### src/common/iosc_pkg.sv
package iosc_pkg;
  // dedicated i/o region base (top 16 MB)
  localparam logic [31:0] IOSC_IO_REGION_BASE = 32'hFF000000;
  localparam logic [4:0]  IOSC_ST_BROADCAST   = 5'h1F;
  localparam logic [4:0]  IOSC_ST_IDLE        = 5'h00;
  localparam logic [4:0]  IOSC_ST_READ        = 5'h0A;
  localparam logic [4:0]  IOSC_ST_WRITE       = 5'h0B;
  // configuration bit positions
  localparam int IOSC_CFG_FPU = 0;
  localparam int IOSC_CFG_MMU = 1;
  localparam int IOSC_CFG_CUS = 2;
  // processor register selectors for load_proc_reg
  localparam logic [3:0] IOSC_PR_USER_STATUS_WORD = 4'h0;
  localparam logic [3:0] IOSC_PR_DCR  = 4'h1;
  localparam logic [3:0] IOSC_PR_BPC  = 4'h2;
  localparam logic [3:0] IOSC_PR_DSR  = 4'h3;
  localparam logic [3:0] IOSC_PR_CAR  = 4'h4;
  localparam logic [3:0] IOSC_PR_FP   = 4'h8;
  localparam logic [3:0] IOSC_PR_SP   = 4'h9;
  localparam logic [3:0] IOSC_PR_SB   = 4'hA;
  localparam logic [3:0] IOSC_PR_PSR  = 4'hD;
  localparam logic [3:0] IOSC_PR_INTB = 4'hE;
  localparam logic [3:0] IOSC_PR_CFG  = 4'hC;
  // instruction classes presented by the decoder
  localparam logic [3:0] IOSC_OP_OTHER   = 4'h0;
  localparam logic [3:0] IOSC_OP_CLRSTAT = 4'h1;
  localparam logic [3:0] IOSC_OP_SETSTAT = 4'h2;
  localparam logic [3:0] IOSC_OP_BPT     = 4'h3;
  localparam logic [3:0] IOSC_OP_CACHE_INVALIDATE    = 4'h4;
  localparam logic [3:0] IOSC_OP_DIAG    = 4'h5;
  localparam logic [3:0] IOSC_OP_FLAG    = 4'h6;
  localparam logic [3:0] IOSC_OP_LMR     = 4'h7;
  localparam logic [3:0] IOSC_OP_LPR     = 4'h8;
  localparam logic [3:0] IOSC_OP_RETURN_FROM_TRAP    = 4'h9;
  localparam logic [3:0] IOSC_OP_RETURN_FROM_INTERRUPT    = 4'hA;
  localparam logic [3:0] IOSC_OP_SVC     = 4'hB;
  localparam logic [3:0] IOSC_OP_FPU     = 4'hC;
  localparam logic [3:0] IOSC_OP_CUSTOM  = 4'hD;
  localparam logic [3:0] IOSC_OP_MMU     = 4'hE;
  localparam logic [1:0] IOSC_SZ_BYTE = 2'h0;
  localparam logic [1:0] IOSC_SZ_WORD = 2'h1;
  localparam logic [7:0] IOSC_DONT_CARE_BYTE = 8'h00;
endpackage : iosc_pkg

### src/iosc_ctrl.sv
// Function
// - peripheral reads and writes with side effects happen in program order
// - inhibit asserted on reads if speculative or an earlier write pends
// - decode with inhibit active: discard data and serialize
// - then repeat the same read with inhibit inactive
// - reads in top region wait while a write into it pends
// - region reads and low reads pass unrelated pending writes
// - inhibit may still be asserted inside the top region
// - serialize means drain all writes before next fetch
// - every exception serializes
// - listed system instructions serialize after execution
// - word load of status word flushes the pipeline
// - byte load of user status allowed in user mode, serializes
// - pending writes commit no later than next serialization
// - reset or fatal bus error drops pending writes
// - disabled slave instruction traps undefined with no bus activity
// - disabled mmu instruction traps, never uses slave protocol
// - slave instruction: id byte then two byte operation word
// - broadcast cycle status 11111, id byte on D24-D31
// - operation word byte swapped on D8-D23, D0-D7 unused
`timescale 1ns/100ps
`default_nettype none
module iosc_ctrl
  import iosc_pkg::*;
(
  input  wire logic        clk_sys,
  input  wire logic        nrst,
  // pipeline read request
  input  wire logic        rd_req,
  input  wire logic [31:0] rd_addr,
  input  wire logic        rd_speculative,
  output logic             rd_grant,
  output logic             rd_done,
  output logic [31:0]      rd_data,
  output logic             rd_discard,
  // write path (results from executed instructions)
  input  wire logic        wr_push,
  input  wire logic [31:0] wr_addr,
  input  wire logic [31:0] wr_data,
  output logic             wr_full,
  // bus
  output logic             bus_start,
  output logic [4:0]       bus_status,
  output logic [31:0]      bus_addr,
  output logic [31:0]      bus_dout,
  output logic             bus_write,
  input  wire logic        bus_rdy,
  input  wire logic [31:0] bus_din,
  input  wire logic        bus_fatal_err,
  output logic             io_inhibit_out,
  input  wire logic        io_decode_in,
  // instruction completion
  input  wire logic        instr_done,
  input  wire logic [3:0]  instr_class,
  input  wire logic [3:0]  instr_preg,
  input  wire logic [1:0]  instr_size,
  input  wire logic        user_mode,
  input  wire logic [23:0] slave_basic,
  input  wire logic [2:0]  cfg_enables,
  input  wire logic        exception_done,
  output logic             serializing,
  output logic             flush,
  output logic             trap_undef,
  output logic             trap_priv,
  output logic             slave_sent
);
  typedef enum logic [4:0] {
    S_IDLE = 5'b00001, S_WRITE = 5'b00010, S_READ = 5'b00100,
    S_SER  = 5'b01000, S_BCAST = 5'b10000
  } iosc_state_type;

  function automatic logic in_region(input logic [31:0] a);
    in_region = (a >= IOSC_IO_REGION_BASE);
  endfunction : in_region

  // two-deep write path, as the pipeline provides
  logic [31:0] wa_q [2];
  logic [31:0] wd_q [2];
  logic [1:0]  wcnt_q, wcnt_d;
  logic [31:0] wa0_d, wa1_d, wd0_d, wd1_d;
  iosc_state_type st_q, st_d;
  logic        ser_pend_q, ser_pend_d, retry_q, retry_d;
  logic        bc_pend_q, bc_pend_d;
  logic [23:0] bc_word_q, bc_word_d;
  logic        grant_d, done_d, disc_d, inh_d, start_d, wr_d, flush_d;
  logic        tu_d, tp_d, sent_d;
  logic [31:0] rdat_d, addr_d, dout_d;
  // read address kept so the repeat targets the same port after a drain
  logic [31:0] raddr_q, raddr_d;
  logic [4:0]  stat_d;
  logic        region_wr, ser_instr, lpr_ser, mmu_trap, slv_trap, slv_go;

  // which completing instruction serializes
  always_comb begin
    region_wr = (wcnt_q > 2'd0 && in_region(wa_q[0]))
             || (wcnt_q > 2'd1 && in_region(wa_q[1]));
    lpr_ser = instr_preg inside {IOSC_PR_CFG, IOSC_PR_INTB, IOSC_PR_PSR,
              IOSC_PR_USER_STATUS_WORD, IOSC_PR_DCR, IOSC_PR_BPC, IOSC_PR_DSR,
              IOSC_PR_CAR};
    // user mode may only use byte load of user status
    tp_d = instr_done && instr_class == IOSC_OP_LPR && user_mode
        && !(instr_preg == IOSC_PR_USER_STATUS_WORD && instr_size == IOSC_SZ_BYTE);
    mmu_trap = instr_class == IOSC_OP_MMU && !cfg_enables[IOSC_CFG_MMU];
    slv_trap = (instr_class == IOSC_OP_FPU && !cfg_enables[IOSC_CFG_FPU])
            || (instr_class == IOSC_OP_CUSTOM
                && !cfg_enables[IOSC_CFG_CUS]);
    tu_d = instr_done && (mmu_trap || slv_trap);
    slv_go = instr_done && !slv_trap && (instr_class == IOSC_OP_FPU
          || instr_class == IOSC_OP_CUSTOM);
    ser_instr = instr_done && !tp_d && (instr_class inside {
      IOSC_OP_CLRSTAT, IOSC_OP_SETSTAT, IOSC_OP_BPT, IOSC_OP_CACHE_INVALIDATE,
      IOSC_OP_DIAG, IOSC_OP_FLAG, IOSC_OP_LMR, IOSC_OP_RETURN_FROM_TRAP, IOSC_OP_RETURN_FROM_INTERRUPT,
      IOSC_OP_SVC} || (instr_class == IOSC_OP_LPR && lpr_ser));
    // word load of the status word refetches under new mode
    flush_d = ser_instr && instr_class == IOSC_OP_LPR
           && instr_preg == IOSC_PR_PSR && instr_size == IOSC_SZ_WORD;
  end

  // bus sequencer: writes drain in order, reads may pass them
  always_comb begin
    st_d = st_q; wcnt_d = wcnt_q;
    wa0_d = wa_q[0]; wa1_d = wa_q[1]; wd0_d = wd_q[0]; wd1_d = wd_q[1];
    ser_pend_d = ser_pend_q || ser_instr || exception_done;
    retry_d = retry_q; bc_pend_d = bc_pend_q || slv_go;
    bc_word_d = slv_go ? slave_basic : bc_word_q;
    grant_d = 1'b0; done_d = 1'b0; disc_d = 1'b0; start_d = 1'b0;
    rdat_d = rd_data; addr_d = bus_addr; dout_d = bus_dout;
    stat_d = bus_status; wr_d = bus_write; inh_d = io_inhibit_out;
    sent_d = 1'b0;
    raddr_d = raddr_q;
    unique case (st_q)
      S_IDLE: begin
        inh_d = 1'b0;
        if (bc_pend_q && wcnt_q == 2'd0) begin
          // broadcast id and swapped opword
          start_d = 1'b1; stat_d = IOSC_ST_BROADCAST; wr_d = 1'b1;
          dout_d = {bc_word_q[23:16], bc_word_q[7:0], bc_word_q[15:8],
                    IOSC_DONT_CARE_BYTE};
          st_d = S_BCAST;
        end else if (ser_pend_q || retry_q) begin
          st_d = S_SER;
        end else if (rd_req && !(in_region(rd_addr) && region_wr)) begin
          // region reads wait only for region writes
          start_d = 1'b1; stat_d = IOSC_ST_READ; wr_d = 1'b0;
          addr_d = rd_addr; grant_d = 1'b1;
          raddr_d = rd_addr;
          inh_d = rd_speculative || wcnt_q != 2'd0;
          st_d = S_READ;
        end else if (wcnt_q != 2'd0) begin
          start_d = 1'b1; stat_d = IOSC_ST_WRITE; wr_d = 1'b1;
          addr_d = wa_q[0]; dout_d = wd_q[0];
          st_d = S_WRITE;
        end
      end
      S_READ: if (bus_rdy) begin
        st_d = S_IDLE; inh_d = 1'b0; stat_d = IOSC_ST_IDLE;
        if (io_decode_in && io_inhibit_out) begin
          disc_d = 1'b1; retry_d = 1'b1;
        end else begin
          done_d = 1'b1; rdat_d = bus_din;
        end
      end
      S_WRITE: if (bus_rdy) begin
        st_d = S_IDLE; stat_d = IOSC_ST_IDLE;
        wa0_d = wa_q[1]; wd0_d = wd_q[1];
        // a fatal error may have emptied the path during this cycle
        if (wcnt_q != 2'd0) wcnt_d = wcnt_q - 2'd1;
      end
      S_SER: begin
        // drain every pending write before resuming
        if (wcnt_q != 2'd0) begin
          start_d = 1'b1; stat_d = IOSC_ST_WRITE; wr_d = 1'b1;
          addr_d = wa_q[0]; dout_d = wd_q[0]; st_d = S_WRITE;
        end else if (retry_q) begin
          // repeat read now ordered, inhibit inactive
          start_d = 1'b1; stat_d = IOSC_ST_READ; wr_d = 1'b0;
          inh_d = 1'b0; retry_d = 1'b0; addr_d = raddr_q;
          // a serializing completion in this cycle must not be lost
          ser_pend_d = ser_instr || exception_done;
          st_d = S_READ;
        end else begin
          ser_pend_d = ser_instr || exception_done; st_d = S_IDLE;
        end
      end
      S_BCAST: if (bus_rdy) begin
        st_d = S_IDLE; stat_d = IOSC_ST_IDLE; sent_d = 1'b1;
        bc_pend_d = slv_go;
      end
      default: st_d = S_IDLE;
    endcase
    // accept new write after drain accounting
    if (wr_push && wcnt_d != 2'd2) begin
      if (wcnt_d == 2'd0) begin wa0_d = wr_addr; wd0_d = wr_data; end
      else begin wa1_d = wr_addr; wd1_d = wr_data; end
      wcnt_d = wcnt_d + 2'd1;
    end
    // fatal error drops queued writes; a read in flight still completes
    if (bus_fatal_err) begin
      wcnt_d = 2'd0;
      if (st_d == S_WRITE && st_q != S_WRITE) begin
        // cancel a write launch whose data was just dropped
        st_d = S_IDLE; start_d = 1'b0; stat_d = bus_status;
        wr_d = bus_write; addr_d = bus_addr; dout_d = bus_dout;
      end
    end
  end

  // registers; reset discards pending writes
  always_ff @(posedge clk_sys or negedge nrst) begin
    if (!nrst) begin
      st_q <= S_IDLE; wcnt_q <= 2'd0;
      wa_q[0] <= 32'h0; wa_q[1] <= 32'h0; wd_q[0] <= 32'h0; wd_q[1] <= 32'h0;
      ser_pend_q <= 1'b0; retry_q <= 1'b0; bc_pend_q <= 1'b0;
      bc_word_q <= 24'h0; rd_grant <= 1'b0; rd_done <= 1'b0;
      raddr_q <= 32'h0;
      rd_data <= 32'h0; rd_discard <= 1'b0; bus_start <= 1'b0;
      bus_status <= IOSC_ST_IDLE; bus_addr <= 32'h0; bus_dout <= 32'h0;
      bus_write <= 1'b0; io_inhibit_out <= 1'b0; wr_full <= 1'b0;
      serializing <= 1'b0; flush <= 1'b0; trap_undef <= 1'b0;
      trap_priv <= 1'b0; slave_sent <= 1'b0;
    end else begin
      st_q <= st_d; wcnt_q <= wcnt_d;
      wa_q[0] <= wa0_d; wa_q[1] <= wa1_d; wd_q[0] <= wd0_d; wd_q[1] <= wd1_d;
      ser_pend_q <= ser_pend_d; retry_q <= retry_d; bc_pend_q <= bc_pend_d;
      bc_word_q <= bc_word_d; rd_grant <= grant_d; rd_done <= done_d;
      raddr_q <= raddr_d;
      rd_data <= rdat_d; rd_discard <= disc_d; bus_start <= start_d;
      bus_status <= stat_d; bus_addr <= addr_d; bus_dout <= dout_d;
      bus_write <= wr_d; io_inhibit_out <= inh_d;
      wr_full <= (wcnt_d == 2'd2);
      serializing <= ser_pend_d || retry_d; flush <= flush_d;
      trap_undef <= tu_d; trap_priv <= tp_d; slave_sent <= sent_d;
    end
  end

  // writes and broadcasts never carry the inhibit
  AST_NO_INH_ON_WRITE: assert property (@(posedge clk_sys) disable iff (!nrst)
    bus_start && bus_write |-> !io_inhibit_out)
    else $error("inhibit active on write");

  // a discarded read always leaves a serialization behind it
  AST_DISCARD_RETRY: assert property (@(posedge clk_sys) disable iff (!nrst)
    rd_discard |-> serializing && !rd_done)
    else $error("discarded read without serialization");

  // completion of a broadcast follows a cycle with the broadcast status
  AST_BCAST_STATUS: assert property (@(posedge clk_sys) disable iff (!nrst)
    slave_sent |-> $past(bus_status) == IOSC_ST_BROADCAST)
    else $error("broadcast without status 11111");

  // a trapped slave instruction must not queue a broadcast
  AST_TRAP_NO_BUS: assert property (@(posedge clk_sys) disable iff (!nrst)
    trap_undef |-> !$rose(bc_pend_q))
    else $error("trapped slave instruction scheduled");

  // the repeated read goes out with the inhibit released
  AST_RETRY_NO_INH: assert property (@(posedge clk_sys) disable iff (!nrst)
    bus_start && $fell(retry_q) |-> !io_inhibit_out)
    else $error("repeated read still inhibited");

  // a region read never launches over a pending region write
  AST_REGION_HOLD: assert property (@(posedge clk_sys) disable iff (!nrst)
    bus_start && !bus_write && in_region(bus_addr)
    |-> !$past(region_wr))
    else $error("region read passed region write");

  // any pending write makes a launched read inhibited
  AST_INH_PENDING: assert property (@(posedge clk_sys) disable iff (!nrst)
    bus_start && !bus_write && $past(wcnt_q) != 2'd0
    |-> io_inhibit_out)
    else $error("read over pending write not inhibited");

  // opword bytes swapped, low lane carries the filler byte
  AST_BCAST_LANES: assert property (@(posedge clk_sys) disable iff (!nrst)
    bus_start && bus_status == IOSC_ST_BROADCAST
    |-> bus_dout[7:0] == IOSC_DONT_CARE_BYTE
        && bus_dout[15:8] == $past(bc_word_q[15:8])
        && bus_dout[23:16] == $past(bc_word_q[7:0]))
    else $error("broadcast lanes wrong");

  // the two-deep path can never underflow or overflow
  AST_WCNT_RANGE: assert property (@(posedge clk_sys) disable iff (!nrst)
    wcnt_q != 2'd3)
    else $error("write path count out of range");

  // a flush always comes with a serialization
  AST_FLUSH_SER: assert property (@(posedge clk_sys) disable iff (!nrst)
    flush |-> serializing)
    else $error("flush without serialization");

  // a granted read starts its bus cycle at once
  AST_GRANT_START: assert property (@(posedge clk_sys) disable iff (!nrst)
    rd_grant |-> bus_start && !bus_write
                 && bus_status == IOSC_ST_READ)
    else $error("grant without read cycle");

  // fatal error leaves the write path empty
  AST_DROP_ON_FATAL: assert property (@(posedge clk_sys) disable iff (!nrst)
    bus_fatal_err |=> wcnt_q == 2'd0 && !wr_full)
    else $error("writes survive fatal error");
endmodule : iosc_ctrl
`default_nettype wire

### config.mk
export PLATFORM = sky130hd
export DESIGN_NAME = iosc_ctrl
export DESIGN_NICKNAME = d
export VERILOG_FILES = /design/src/common/iosc_pkg.sv /design/src/iosc_ctrl.sv
export SDC_FILE = /design/constraint.sdc
export NUM_CORES = 1
export LEC_CHECK = 0
export ABC_CLOCK_PERIOD_IN_PS = 3000
export BUFFER_PORTS_ARGS = -buffer_cell sky130_fd_sc_hd__buf_2
export CAP_MARGIN = 30
export CORE_UTILIZATION = 50
export DETAILED_ROUTE_END_ITERATION = 6
export PLACE_DENSITY_LB_ADDON = 0.25
export SLEW_MARGIN = 20
export SYNTH_ARGS = -nofsm -noshare
export SYNTH_HDL_FRONTEND = slang
export SYNTH_SLANG_ARGS = --single-unit
### constraint.sdc
create_clock -name clk_sys -period 3 [get_ports clk_sys]
set_clock_uncertainty 0.1 [all_clocks]
set_input_delay 0.3 -clock clk_sys [delete_from_list [all_inputs] [get_ports clk_sys]]
set_output_delay 0.3 -clock clk_sys [all_outputs]
set_load 0.01 [all_outputs]
==> metrics.yaml <==
startpoint_type: "flop"
synth_flop_cell: "dfrtp_1"
synth_most_common_cell: "dfrtp_1"
synth_nets: 1324
tightest_slew_ns: 0.914
finalWeightedCongestion: 0.827
violations: "design-rule violations"
wl_um: 39400
final_util_pct: 69.0
first_pass_iters: 7
vias: 11000
nets: 1796
first_global_vias: 11300
grt_start_max_net_pins: 129
rsz0062_at_grt: "false"
p_leak_nw: 9.40
min_path_type: "input port to flop"
dp_slack_ns: 0.00110
synth_top_area_share_pct: 55.5
io_buffers: 288
numCtsBuffers: 35
synth_warnings: 0
clk_latency_ns: 0.51
synth.distinct_cells: 66
finalCriticalPeriod_ns: 2.87
crit_arrival_ns: 3.15
synth.area.top_cells: "dfrtp_1, mux2_4, mux2i_1, nand2_1, a21oi_1"
syn_inst: 1146
holdWs_ns: 0.0190
clockBufferDepth: 3
rows: 60
cts_root_buffer: "clkbuf_16"
yosysTopAreaCell: "dfrtp_1"
crit_fanout: 25
postSynthAreaPerCell_um2: 12.0
tritoncts: "built"
viasPerCell: 5.54
synth_top_cells_by_count: "dfrtp_1, nand2_1, mux2i_1"
fill_cells: 1900
start_util_pct: 50.9
antenna_found_initial: 2
clock-sinks: 305
timing.fmax_mhz: 348
num_io_pins: 289
finalSetupViolCount: 0
critPathCaptureType: "flop"
power_density_mw_per_mm2: 901
htreeDepth: 2
grtUsageTotal_pct: 27.2
die_w_um: 168
chipHeight_um: 168
synth_edf_count: 0
slew_headroom_pct: 38.7
antenna_left: 0
drt_iter0_drc: 702
cap_violations: 0
status: "complete, but fails checks"
syn2layout_area_growth_pct: 35.6
grt_pass1_wl_um: 60900
clk_pin_slew_worst_paths_ns: 0.06
ys_ff_latch: 305
dp_hpwl_um: 22600
worstPathRequired_ns: 3.28
coreArea_mm2: 0.0270
ir_drop_mv: 0.556
grt_overflow: 0
fin_setup_tns_ns: 0
routedWlPerCell_um: 19.8
dieArea_mm2: 0.0281
fin_crit_sh_pct: 95.7
drc: 15
slew_violations: 0
hold_viol: 0
path_class: "flop to flop"
synth_area_mm2: 0.0137
async_flop_share_pct: 100
drive_above_1_share_pct: 33.5
seq_area_frac_synth_pct: 55.6
setup_slack_ns: 0.130
-- cells by family (layout without fill, tap and decap cells) --
logic type / Yosys count / in the layout / synth area share [%]
simple gates: 297 / 298 / 9.95
other cells: 0 / 1 / 0
mux: 217 / 217 / 19.3
fa+ha+maj: 2 / 2 / 0.182
compound gates: 209 / 209 / 10.6
flops: 305 / 305 / 55.6
buf+inv: 114 / 610 / 4.16
xor+xnor: 2 / 2 / 0.128
-- state kept, by name, indices dropped and copies added, names as in the netlist, 2 cells and up --
name and count:
wa_q 64, wd_q 64, bus_addr 32, bus_dout 32
raddr_q 32, rd_data 32, bc_word_q 24, st_q 5
bus_status 3, wcnt_q 2
-- routing by layer --
metal  wire length [um]  share of wire [%]  vias up  GRT usage, %
met3               2360                6.0       71          4.85
li1                   -                  -     5032             -
met5                  0                  0        -             0
met1              17200                 44     5479          36.9
met4                828                2.1        0          7.46
met2              19000                 48      419          45.0
-- critical path, cell delays in order, from the launching register on --
cell and delay, ns:
dfrtp_1 0.47, or4_1 0.63, a2111oi_4 0.39, o21ai_1 0.19, a21boi_4 0.29, buf_4 0.21, nor4_4 0.08, buf_12 0.20
mux2i_1 0.15
-- report_power, final --
group / total [W] / switching, W / internal (W)
Combinational: 0.00597 / 0.00297 / 0.00301
Clock: 0.00427 / 0.00170 / 0.00257
Sequential: 0.00651 / 0.000918 / 0.00560
-- stage by stage --
| step | total power, W | cell area, um^2 | cells |
|---|---|---|---|
| floorplan | 0.0102 | 13700 | 1146 |
| global placement | 0.0119 | 15700 | 1756 |
| global route | 0.0176 | 18600 | 1985 |
| CTS | 0.0167 | 18500 | 1979 |
| finish | 0.0168 | 18600 | 1985 |
| detailed placement | 0.0121 | 15700 | 1756 |
-- cells in the final DEF (no fill, tap or decap), types with 3 or more instances in the layout --
cell type | Yosys | final
dfrtp_1 | 304 | 303
buf_2 | 12 | 287
dlygate4sd3_1 | 0 | 160
nand2_1 | 118 | 118
mux2i_1 | 97 | 97
nor2_1 | 92 | 90
mux2_4 | 87 | 87
a21oi_1 | 76 | 76
buf_4 | 2 | 49
inv_1 | 39 | 39
clkbuf_16 | 0 | 37
o22ai_1 | 28 | 28
mux2_2 | 28 | 28
or3_1 | 26 | 26
a2bb2oi_1 | 25 | 25
o221ai_1 | 24 | 24
nand3_1 | 13 | 13
clkinv_2 | 0 | 10
buf_12 | 0 | 9
a32o_1 | 8 | 8
clkbuf_8 | 0 | 8
or2_2 | 7 | 7
o21ai_0 | 7 | 7
nand4_1 | 6 | 6
nor3_1 | 7 | 6
a222oi_1 | 6 | 6
mux2_1 | 5 | 5
nand2b_1 | 4 | 4
or4_1 | 5 | 4
nor4_1 | 4 | 4
a31oi_1 | 4 | 4
a211oi_1 | 3 | 3
clkinvlp_4 | 0 | 3
-- final timing paths --
| kind | from | end | slack, ns | cells after the start |
|---|---|---|---|---|
| worst min register to register | rd_data[12] | rd_data[12] | 0.37 | 2 |
| worst min-delay path | instr_class[1] | trap_undef | 0.02 | 3 |
| worst max register to register | st_q[3] | bus_addr[13] | 0.13 | 8 |
| max in group asynchronous | nrst | st_q[1] | 1.47 | 3 |
| min in group asynchronous | nrst | bus_addr[12] | 0.29 | 2 |
| worst max-delay path | st_q[3] | bus_addr[13] | 0.13 | 8 |
-- what timing repair did --
action	in CTS	in global routing
resized for setup	1	9
pin swaps	1	3
buffers inserted	0	2
hold buffers	160	0
setup endpoints to repair	4	63
gates cloned	1	3
hold endpoints to repair	298	0
-- final cells by class --
cell class | instances | area (um^2) | share of cell area, %
clock inverters | 17 | 158 | 0.848
inverters | 39 | 146 | 0.787
diodes | 1 | 2.50 | 0.0135
repair buffers | 509 | 3650 | 19.6
multi-input cells | 728 | 5560 | 29.9
flip-flops and latches | 305 | 7630 | 41.0
clock buffers | 45 | 1010 | 5.46
well taps | 341 | 427 | 2.29
Note: power is estimated with default switching activity, not from simulation.
